===== src/rtl/uswc_pkg.sv =====
// package: register map, field positions and carrier types for the serial wire clock control
package uswc_pkg;

	localparam logic [1:0] ADDR_CTRL   = 2'h0;
	localparam logic [1:0] ADDR_STATUS = 2'h1;
	localparam logic [1:0] ADDR_DATA   = 2'h2;
	localparam logic [1:0] ADDR_PORT   = 2'h3;

	// control register fields
	localparam int CTRL_WM_HI   = 5;
	localparam int CTRL_WM_LO   = 4;
	localparam int CTRL_CS_HI   = 3;
	localparam int CTRL_CS_LO   = 2;
	localparam int CTRL_STROBE  = 1;
	localparam int CTRL_TOGGLE  = 0;

	// status register fields
	localparam int STAT_START   = 7;
	localparam int STAT_WRAP    = 6;
	localparam int STAT_CNT_HI  = 3;

	// port register fields
	localparam int PORT_DO_OUT  = 0;
	localparam int PORT_DO_DIR  = 1;
	localparam int PORT_DI_OUT  = 2;
	localparam int PORT_DI_DIR  = 3;
	localparam int PORT_CK_OUT  = 4;
	localparam int PORT_CK_DIR  = 5;

	localparam logic [7:0] RESET_BYTE  = 8'h00;
	localparam logic [3:0] CNT_MAX     = 4'hF;
	localparam logic [3:0] CNT_ONE     = 4'h1;

	typedef enum logic [1:0]
	{
		WM_OFF   = 2'b00,
		WM_THREE = 2'b01,
		WM_TWO   = 2'b10,
		WM_TWO_H = 2'b11
	} uswc_wire_type;

	typedef enum logic [1:0]
	{
		CS_SOFT  = 2'b00,
		CS_TIMER = 2'b01,
		CS_EXT_R = 2'b10,
		CS_EXT_F = 2'b11
	} uswc_src_type;

	typedef struct packed
	{
		logic [1:0] addr;
		logic [7:0] wdata;
		logic       wr;
		logic       rd;
	} uswc_bus_type;

	// one pin: level out, enable, pull-up request
	typedef struct packed
	{
		logic o;
		logic oe;
		logic pu;
	} uswc_pin_type;

endpackage


===== src/rtl/uswc_sync.sv =====
// two-flop synchroniser with edge detection for pin inputs
`timescale 1ns/1ps
module uswc_sync
(
	input  wire logic clk,
	input  wire logic rst,
	input  wire logic pin,
	output logic      level,
	output logic      rise,
	output logic      fall
);
	logic meta_q;
	logic sync_q;
	logic prev_q;

	// meta_q feeds only sync_q
	always_ff @(posedge clk)
	begin
		if (rst)
		begin
			// lines idle high on their pull-ups; resetting to that level avoids a false edge
			meta_q <= 1'b1;
			sync_q <= 1'b1;
			prev_q <= 1'b1;
		end
		else
		begin
			meta_q <= pin;
			sync_q <= meta_q;
			prev_q <= sync_q;
		end
	end

	assign level = sync_q;
	assign rise  = sync_q & ~prev_q;
	assign fall  = ~sync_q & prev_q;
endmodule // uswc_sync


===== src/rtl/uswc_ctrl.sv =====
// serial wire mode and clock source control with shift register and 4-bit counter
`timescale 1ns/1ps
module uswc_ctrl
(
	input  wire logic                  clk,
	input  wire logic                  rst,
	input  wire uswc_pkg::uswc_bus_type bus,
	output logic [7:0]                 rdata,
	input  wire logic                  timer_match,
	input  wire logic                  do_in,
	input  wire logic                  di_in,
	input  wire logic                  ck_in,
	output uswc_pkg::uswc_pin_type     do_pin,
	output uswc_pkg::uswc_pin_type     di_pin,
	output uswc_pkg::uswc_pin_type     ck_pin
);
	logic [5:2] ctrl_q;
	logic [7:0] data_q;
	logic [3:0] cnt_q;
	logic       start_q;
	logic       wrap_q;
	logic [5:0] port_q;
	logic       latch_q;
	logic [7:0] rdata_q;
	logic       di_prev_q;
	uswc_pkg::uswc_pin_type do_q;
	uswc_pkg::uswc_pin_type di_q;
	uswc_pkg::uswc_pin_type ck_q;

	logic di_s;
	logic di_fall;
	logic ck_s;
	logic ck_rise;
	logic ck_fall;

	// pins reach logic only through synchronisers
	uswc_sync u_ck
	(
		.clk   (clk),
		.rst   (rst),
		.pin   (ck_in),
		.level (ck_s),
		.rise  (ck_rise),
		.fall  (ck_fall)
	);

	uswc_sync u_di
	(
		.clk   (clk),
		.rst   (rst),
		.pin   (di_in),
		.level (di_s),
		.rise  (),
		.fall  (di_fall)
	);

	function automatic logic wr_at(input uswc_pkg::uswc_bus_type b, input logic [1:0] a);
		wr_at = b.wr && (b.addr == a);
	endfunction

	uswc_pkg::uswc_wire_type wm;
	uswc_pkg::uswc_src_type  cs;
	logic two_wire;
	logic sw_strobe;
	logic tg_strobe;
	logic shift_en;
	logic count_en;
	logic ext_sel;
	logic ctrl_wr;

	assign wm       = uswc_pkg::uswc_wire_type'(ctrl_q[uswc_pkg::CTRL_WM_HI:uswc_pkg::CTRL_WM_LO]);
	assign cs       = uswc_pkg::uswc_src_type'(ctrl_q[uswc_pkg::CTRL_CS_HI:uswc_pkg::CTRL_CS_LO]);
	assign two_wire = wm[1];
	assign ext_sel  = cs[1];
	assign ctrl_wr  = wr_at(bus, uswc_pkg::ADDR_CTRL);
	// strobes act under the configuration already stored, not the one written with them
	assign sw_strobe = ctrl_wr && bus.wdata[uswc_pkg::CTRL_STROBE];
	assign tg_strobe = ctrl_wr && bus.wdata[uswc_pkg::CTRL_TOGGLE];

	logic strobe_sel_q;

	always_comb
	begin
		shift_en = 1'b0;
		count_en = 1'b0;
		unique case (cs)
			uswc_pkg::CS_SOFT:
			begin
				shift_en = sw_strobe;
				count_en = sw_strobe;
			end
			uswc_pkg::CS_TIMER:
			begin
				shift_en = timer_match;
				count_en = timer_match;
			end
			uswc_pkg::CS_EXT_R:
			begin
				shift_en = ck_rise;
				count_en = strobe_sel_q ? tg_strobe : (ck_rise | ck_fall);
			end
			uswc_pkg::CS_EXT_F:
			begin
				shift_en = ck_fall;
				count_en = strobe_sel_q ? tg_strobe : (ck_rise | ck_fall);
			end
		endcase
	end

	// control register; the strobe bit is also stored as the strobe-select bit, the toggle bit is not stored
	always_ff @(posedge clk)
	begin
		if (rst)
		begin
			ctrl_q       <= '0;
			strobe_sel_q <= 1'b0;
		end
		else if (ctrl_wr)
		begin
			ctrl_q       <= bus.wdata[uswc_pkg::CTRL_WM_HI:uswc_pkg::CTRL_CS_LO];
			strobe_sel_q <= bus.wdata[uswc_pkg::CTRL_STROBE];
		end
	end

	// input sampled every cycle so a strobe shifts in the previous cycle's value
	always_ff @(posedge clk)
	begin
		if (rst)
			di_prev_q <= 1'b0;
		else
			di_prev_q <= di_s;
	end

	always_ff @(posedge clk)
	begin
		if (rst)
			data_q <= uswc_pkg::RESET_BYTE;
		else if (wr_at(bus, uswc_pkg::ADDR_DATA))
			data_q <= bus.wdata;
		else if (shift_en)
			data_q <= {data_q[6:0], (ext_sel ? di_s : di_prev_q)};
	end

	// output latch: follows the top bit on the edge opposite to sampling
	always_ff @(posedge clk)
	begin
		if (rst)
			latch_q <= 1'b0;
		else if (!ext_sel)
			latch_q <= data_q[7]; // tracked while transparent: no jump on a source change
		else if ((cs == uswc_pkg::CS_EXT_R) ? ck_fall : ck_rise)
			latch_q <= data_q[7];
	end

	logic serial_out;
	assign serial_out = ext_sel ? latch_q : data_q[7];

	always_ff @(posedge clk)
	begin
		if (rst)
			cnt_q <= '0;
		else if (wr_at(bus, uswc_pkg::ADDR_STATUS))
			cnt_q <= bus.wdata[uswc_pkg::STAT_CNT_HI:0];
		else if (count_en)
			cnt_q <= cnt_q + uswc_pkg::CNT_ONE;
	end

	// start set wins over a clear in the same cycle; a status write blocks the wrap set
	logic wrap_evt;
	logic start_evt;
	logic stat_wr;
	assign wrap_evt  = count_en && (cnt_q == uswc_pkg::CNT_MAX) && !wr_at(bus, uswc_pkg::ADDR_STATUS);
	// start: data falls while clock high, detector off in modes 00 and 01
	assign start_evt = two_wire && di_fall && ck_s;
	assign stat_wr   = wr_at(bus, uswc_pkg::ADDR_STATUS);

	always_ff @(posedge clk)
	begin
		if (rst)
			wrap_q <= 1'b0;
		else if (wrap_evt)
			wrap_q <= 1'b1;
		else if (stat_wr && bus.wdata[uswc_pkg::STAT_WRAP])
			wrap_q <= 1'b0;
	end

	always_ff @(posedge clk)
	begin
		if (rst)
			start_q <= 1'b0;
		else if (start_evt)
			start_q <= 1'b1;
		else if (stat_wr && bus.wdata[uswc_pkg::STAT_START])
			start_q <= 1'b0;
	end

	// port bits; toggle inverts clock port bit whatever the direction
	always_ff @(posedge clk)
	begin
		if (rst)
			port_q <= '0;
		else if (wr_at(bus, uswc_pkg::ADDR_PORT))
			port_q <= bus.wdata[5:0];
		else if (tg_strobe)
			port_q[uswc_pkg::PORT_CK_OUT] <= ~port_q[uswc_pkg::PORT_CK_OUT];
	end

	logic ck_hold;
	assign ck_hold = two_wire && (start_q || (wm == uswc_pkg::WM_TWO_H && wrap_q));

	// pin drive; open-drain pins only ever drive low
	always_ff @(posedge clk)
	begin
		if (rst)
		begin
			do_q <= '0;
			di_q <= '0;
			ck_q <= '0;
		end
		else
		begin
			do_q.o  <= port_q[uswc_pkg::PORT_DO_OUT];
			do_q.oe <= port_q[uswc_pkg::PORT_DO_DIR];
			do_q.pu <= !port_q[uswc_pkg::PORT_DO_DIR] && port_q[uswc_pkg::PORT_DO_OUT];
			di_q.o  <= port_q[uswc_pkg::PORT_DI_OUT];
			di_q.oe <= port_q[uswc_pkg::PORT_DI_DIR];
			di_q.pu <= !port_q[uswc_pkg::PORT_DI_DIR] && port_q[uswc_pkg::PORT_DI_OUT];
			ck_q.o  <= port_q[uswc_pkg::PORT_CK_OUT];
			ck_q.oe <= port_q[uswc_pkg::PORT_CK_DIR];
			ck_q.pu <= !port_q[uswc_pkg::PORT_CK_DIR] && port_q[uswc_pkg::PORT_CK_OUT];
			unique case (wm)
				uswc_pkg::WM_OFF:
					;
				uswc_pkg::WM_THREE:
					do_q.o <= serial_out;
				uswc_pkg::WM_TWO, uswc_pkg::WM_TWO_H:
				begin
					di_q.o  <= 1'b0;
					di_q.oe <= port_q[uswc_pkg::PORT_DI_DIR] &&
						!(serial_out && port_q[uswc_pkg::PORT_DI_OUT]);
					di_q.pu <= 1'b0;
					ck_q.o  <= 1'b0;
					ck_q.oe <= port_q[uswc_pkg::PORT_CK_DIR] &&
						(!port_q[uswc_pkg::PORT_CK_OUT] || ck_hold);
					ck_q.pu <= 1'b0;
				end
			endcase
		end
	end

	assign do_pin = do_q;
	assign di_pin = di_q;
	assign ck_pin = ck_q;

	// read data one cycle after the strobe; strobe and toggle bits read zero
	always_ff @(posedge clk)
	begin
		if (rst)
			rdata_q <= '0;
		else if (bus.rd)
		begin
			unique case (bus.addr)
				uswc_pkg::ADDR_CTRL:
					rdata_q <= {2'h0, ctrl_q, 2'h0};
				uswc_pkg::ADDR_STATUS:
					rdata_q <= {start_q, wrap_q, 2'h0, cnt_q};
				uswc_pkg::ADDR_DATA:
					rdata_q <= data_q;
				uswc_pkg::ADDR_PORT:
					rdata_q <= {1'b0, ck_s, port_q};
			endcase
		end
		else
			rdata_q <= '0;
	end

	assign rdata = rdata_q;
endmodule // uswc_ctrl


===== config.mk =====
export PLATFORM = sky130hd
export DESIGN_NAME = uswc_ctrl
export DESIGN_NICKNAME = d
export VERILOG_FILES = /design/src/rtl/uswc_pkg.sv /design/src/rtl/uswc_sync.sv /design/src/rtl/uswc_ctrl.sv
export SDC_FILE = /design/constraint.sdc
export NUM_CORES = 1
export LEC_CHECK = 0
export BUFFER_PORTS_ARGS = -buffer_cell sky130_fd_sc_hd__buf_2
export CORE_UTILIZATION = 51
export CTS_CLUSTER_DIAMETER = 120
export DETAILED_ROUTE_END_ITERATION = 10
export PLACE_DENSITY = 0.73
export SLEW_MARGIN = 20
export SYNTH_ARGS = -nofsm -noshare
export SYNTH_HDL_FRONTEND = slang
export SYNTH_SLANG_ARGS = --single-unit

===== constraint.sdc =====
create_clock -name clk -period 2.72 [get_ports clk]
set_input_delay 0.544 -clock clk [delete_from_list [all_inputs] [get_ports clk]]
set_output_delay 0.544 -clock clk [all_outputs]
set_load 0.01 [all_outputs]

; Yosys cells after proc, flatten, opt, wreduce, memory -nomap -nowiden
; Cells that the tools add are included.
[word_totals]
ff_bits = 50
output_inout_bits = 17
elab_cells = 108
in_bits = 18
[op_classes]
n_reduce_logical = 39
n_bitwise = 9
n_addsub = 1
n_mux = 22
n_eq_ne = 11
[ops]
columns = op, count
row1 = $pmux 8 s4, 1
row2 = $logic_and 1x1->1, 20
row3 = $mux 8, 2
row4 = $mux 1, 13
row5 = $eq 2x2->1 const B, 6
row6 = $reduce_bool 2->1, 5
row7 = $mux 4, 2
row8 = $eq 2x1->1 const B, 3
row9 = $logic_not 1->1, 6
row10 = $reduce_or 2->1, 3
row11 = $not 1->1, 5
row12 = $add 4x1->4 const B, 1
row13 = $eq 4x4->1 const B, 1
row14 = $logic_not 2->1, 2
row15 = $mux 2, 2
row16 = $pmux 1 s4, 1
row17 = $and 1x1->1, 3
row18 = $pmux 1 s3, 1
row19 = $reduce_or 3->1, 1
row20 = $logic_or 1x1->1, 2
row21 = $ne 2x1->1 const B, 1
row22 = $or 1x1->1, 1

; Depth between registers and ports, before layout
[logic_depth]
word_depth = 8
depth_mapped = 6

; By module
; Synthesis repeated with hierarchy kept, for this count alone.
[unflattened]
hier_cells = 218
area_unflattened_um2 = 2105.8
[by_module_without_submodules]
columns = mod, cells_per_inst, area_each_um2, instances, seq_area_each_um2
row1 = uswc_ctrl, 202, 1920.6, 1, 880.8
row2 = uswc_sync, 8, 92.6, 2, 60.1

; Worst setup path before layout
; OpenSTA, ideal clock, no wires.
[synth_path]
kind = input port to flip-flop
startpoint = input bus[1] (netlist bit)
endpoint = register cnt_q[3]
stages = 5
arrival_time_ns = 1.712
path_slack_ns = 0.946
cell_sequence = buf_2 and4bb_4 a32o_2 or4_1 nand3_1
[synth_between]
elab_chain_cells = 5
word_cells_on_any_way = 8
classes_between = mux (3) / reduce/logical (5)
[synth_rtl]
columns = element, line_no
row1 = "start, declared", uswc_ctrl.sv:7  ; input wire uswc_pkg::uswc_bus_type bus,
row2 = $logic_and 1x1->1, uswc_ctrl.sv:58  ; wr_at = b.wr && (b.addr == a);
row3 = $logic_and 1x1->1, uswc_ctrl.sv:78  ; assign tg_strobe = ctrl_wr && bus.wdata[uswc_pkg::CTRL_TOGGLE];
row4 = $mux 1, "uswc_ctrl.sv:100, uswc_ctrl.sv:105"
row5 = $pmux 1 s3, uswc_ctrl.sv:86  ; unique case (cs)
row6 = $reduce_bool 2->1 (no source line), n/a
row7 = "end signal, assigned", uswc_ctrl.sv:163  ; cnt_q <= bus.wdata[uswc_pkg::STAT_CNT_HI:0];
row8 = "end signal, assigned", uswc_ctrl.sv:165  ; cnt_q <= cnt_q + uswc_pkg::CNT_ONE;
row9 = "end, declared", uswc_ctrl.sv:19  ; logic [3:0] cnt_q;
; Parallel ways exist; a longest one is shown, timed or not.
; A chain may end at the register's enable or synchronous reset.

; Worst setup path in the final report
[layout_path]
startpoint = register ctrl_q[3] (netlist bit)
endpoint = register cnt_q[3]
[layout_between]
elab_chain_cells = 4
word_cells_on_any_way = 7
classes_between = eq/ne (3) / mux (1) / reduce/logical (3)
[layout_rtl]
columns = element, line_no
row1 = "start, declared", uswc_ctrl.sv:17  ; logic [5:2] ctrl_q;
row2 = "start signal, assigned", uswc_ctrl.sv:120  ; ctrl_q <= bus.wdata[uswc_pkg::CTRL_WM_HI:uswc_pkg::CTRL_CS_LO];
row3 = $eq 2x2->1, uswc_ctrl.sv:86
row4 = $reduce_or 2->1 (no source line), n/a
row5 = $pmux 1 s3 (*), uswc_ctrl.sv:86
row6 = $reduce_bool 2->1 (no source line) (*), n/a
; Mark *: on every way between the ends. The rest lies on a longest branch, timed or not.

==> flow_metrics.tcl <==
set metrics [dict create \
    avgSynthCellArea_um2 9.44 \
    async_flop_share_pct 0 \
    pin_count 35 \
    slew_headroom_pct 47.6 \
    critical_path.cell_chain "and4bb_4 -> a32o_2 -> or4_1 -> nand3_1" \
    netlist.area_leader.share_pct 45.5 \
    worst_slack_ps 854 \
    min_period_ps 1870 \
    ys_types 44 \
    holdBufCountCts 0 \
    postCtsResizedCells 0 \
    cp_slowest_cell "dfxtp_1" \
    ys_dominant_reg_cell "dfxtp_1" \
    fmax_mhz 536 \
    crit_type "flop to flop" \
    rsz0062_at_grt "no" \
    worst_pin_slew_ps 786 \
    crit_path_max_incr_delay_ps 570 \
    cts_setup_buffers 0 \
    post-route-drc-count 0 \
    wl_mm 4.91 \
    ir_worst_vdd_v 0.000289 \
    nNetsFinal 281 \
    netlist_instances 233 \
    min_path_type "flop to flop" \
    drive_gt1_share_pct 25.3 \
    grt_pass1_vias 1644 \
    status "completed" \
    ctsHtreeMaxLevel 2 \
    design_area_um2 2510 \
    cts.clk_slew.worst_paths_ps 90 \
    synth_top_area_cell "dfxtp_1" \
    final_antenna_net_count 0 \
    yosysSeqAreaShare_pct 45.5 \
    post-synth-top-count-cell "dfxtp_1" \
    cts_tree "done" \
    ys_top_cells_by_count "50 x dfxtp_1, 18 x nor2_1, 16 x a21oi_1, 15 x nand2_1, 15 x nor3_1" \
    clock_skew_ps 5.05 \
    overflow 0 \
    cp_top_family "simple AND/OR/NAND/NOR gates" \
    holdWs_ps 412 \
    hold_violations 0 \
    n_antenna_cell 0 \
    synth_warnings 0 \
    grt_max_degree 46 \
    arrival_ps 2120 \
    first_pass_iters 4 \
    insertion_delay_ps 300 \
    p_leak_nw 1.07 \
    area_growth_pct 14.3 \
    die_y_um 67.7 \
    drtIter0Drc 121 \
    synth_edf_count 0 \
    crit_start "ctrl_q[3]" \
    grt_pass1_wl_mm 7.95 \
    cp_max_fo 15 \
    tns_ps 0 \
    setup_viol 0 \
    via_per_inst 5.83 \
    numClockSinks 50 \
    num_vias 1812 \
    drv_cap 0 \
    initial_core_util_pct 54.2 \
    wl_per_cell_um 15.8 \
    synthTopCellsByArea "dfxtp_1 46%, mux2_2 6.1%, mux2i_1 4.1%" \
    place_area_um2 2370 \
    rows 23 \
    r2r_slack_ps 850 \
    grt.total_usage_pct 24.2 \
    crit_buf_inv 0 \
    cts-root-buf "clkbuf_8" \
    syn_nets 254 \
    holdCritStartpoint "u_di.meta_q" \
    gp_congestion 0.811 \
    core_area_um2 4060 \
    cp-start-kind "flop" \
    power.total_mw 1.59 \
    fin_crit_sh_pct 68.6 \
    die_w_um 67.7 \
    drv_slew 0 \
    p_per_area_nw_per_um2 631 \
    place_ws_ps 667 \
    ys_seq_elements 50 \
    numCtsBuffers 5 \
    post-route-util_pct 61.9 \
    dieArea_um2 4580 \
    dp.cells 303 \
    numPortBuffers 33 \
    cts_buffer_depth 2 \
    r2r_start "ctrl_q[3]" \
    worstSetupEndpointType "flop" \
    synth_area_um2 2200 \
    antenna_found_initial 0 \
    worstPathRequired_ps 2970 \
    instances_no_fill 311 \
    hpwl_mm 3.44 \
]
-- power breakdown --
part | switching (mW) | internal (mW) | total [mW]
Sequential | 0.0275 | 0.763 | 0.791
Clock | 0.244 | 0.392 | 0.636
Combinational | 0.0845 | 0.0736 | 0.158
-- flip-flops by register name, indices dropped and copies added, names as in the netlist, 3 cells and up --
| signal | flops |
|---|---|
| ck_pin | 3 |
| port_q | 6 |
| do_pin | 3 |
| di_pin | 3 |
| rdata | 8 |
| data_q | 8 |
| cnt_q | 4 |
| ctrl_q | 4 |
-- path summary, 6_finish.rpt --
kind | endpoint | depth (start not counted)
worst min register to register | u_di.level | 1
worst min-delay path | u_di.level | 1
worst max-delay path | cnt_q[3] | 4
worst max register to register | cnt_q[3] | 4
-- placed cells by master (no fill, tap or decap), types with 6 or more instances in the layout --
| cell type | count |
|---|---|
| mux2_2 | 12 |
| or2_2 | 6 |
| nor2b_1 | 7 |
| nand3_1 | 12 |
| inv_1 | 6 |
| a21oi_1 | 16 |
| nor2_1 | 18 |
| mux2i_1 | 9 |
| clkbuf_8 | 6 |
| nand2_1 | 15 |
| nor3_1 | 15 |
| buf_2 | 33 |
| dfxtp_1 | 50 |
-- worst register-to-register path, cell delays in order (launching register included) --
cell and delay, ps:
dfxtp_1 570, and4bb_4 300, a32o_2 340, or4_1 520
nand3_1 90
-- layout make-up --
class | count | area (um2)
tap | 50 | 62.6
clock inverter | 2 | 60.1
fill | 362 | 1540
inverter | 6 | 22.5
multi-input combinational | 162 | 1100
clock buffer | 6 | 82.6
sequential | 50 | 1000
timing repair buffer | 35 | 180
-- cell families (layout without fill, tap and decap cells) --
group,Yosys count,after routing,share of synthesized area [%]
flops,50,50,45.5
xor+xnor,1,1,0.398
simple gates,93,93,22.7
compound gates,42,42,13.1
mux,23,23,12.3
fa+ha+maj,3,3,1.71
buf+inv,21,49,4.21
-- per-layer routing --
| layer | share of wire (%) | GRT usage, % |
|---|---|---|
| met1 | 46 | 30.4 |
| met2 | 48 | 39.6 |
| met3 | 4.2 | 6.08 |
| met4 | 1.2 | 8.51 |
| met5 | 0 | 0 |
No activity file was read; power rests on OpenSTA's default activity.
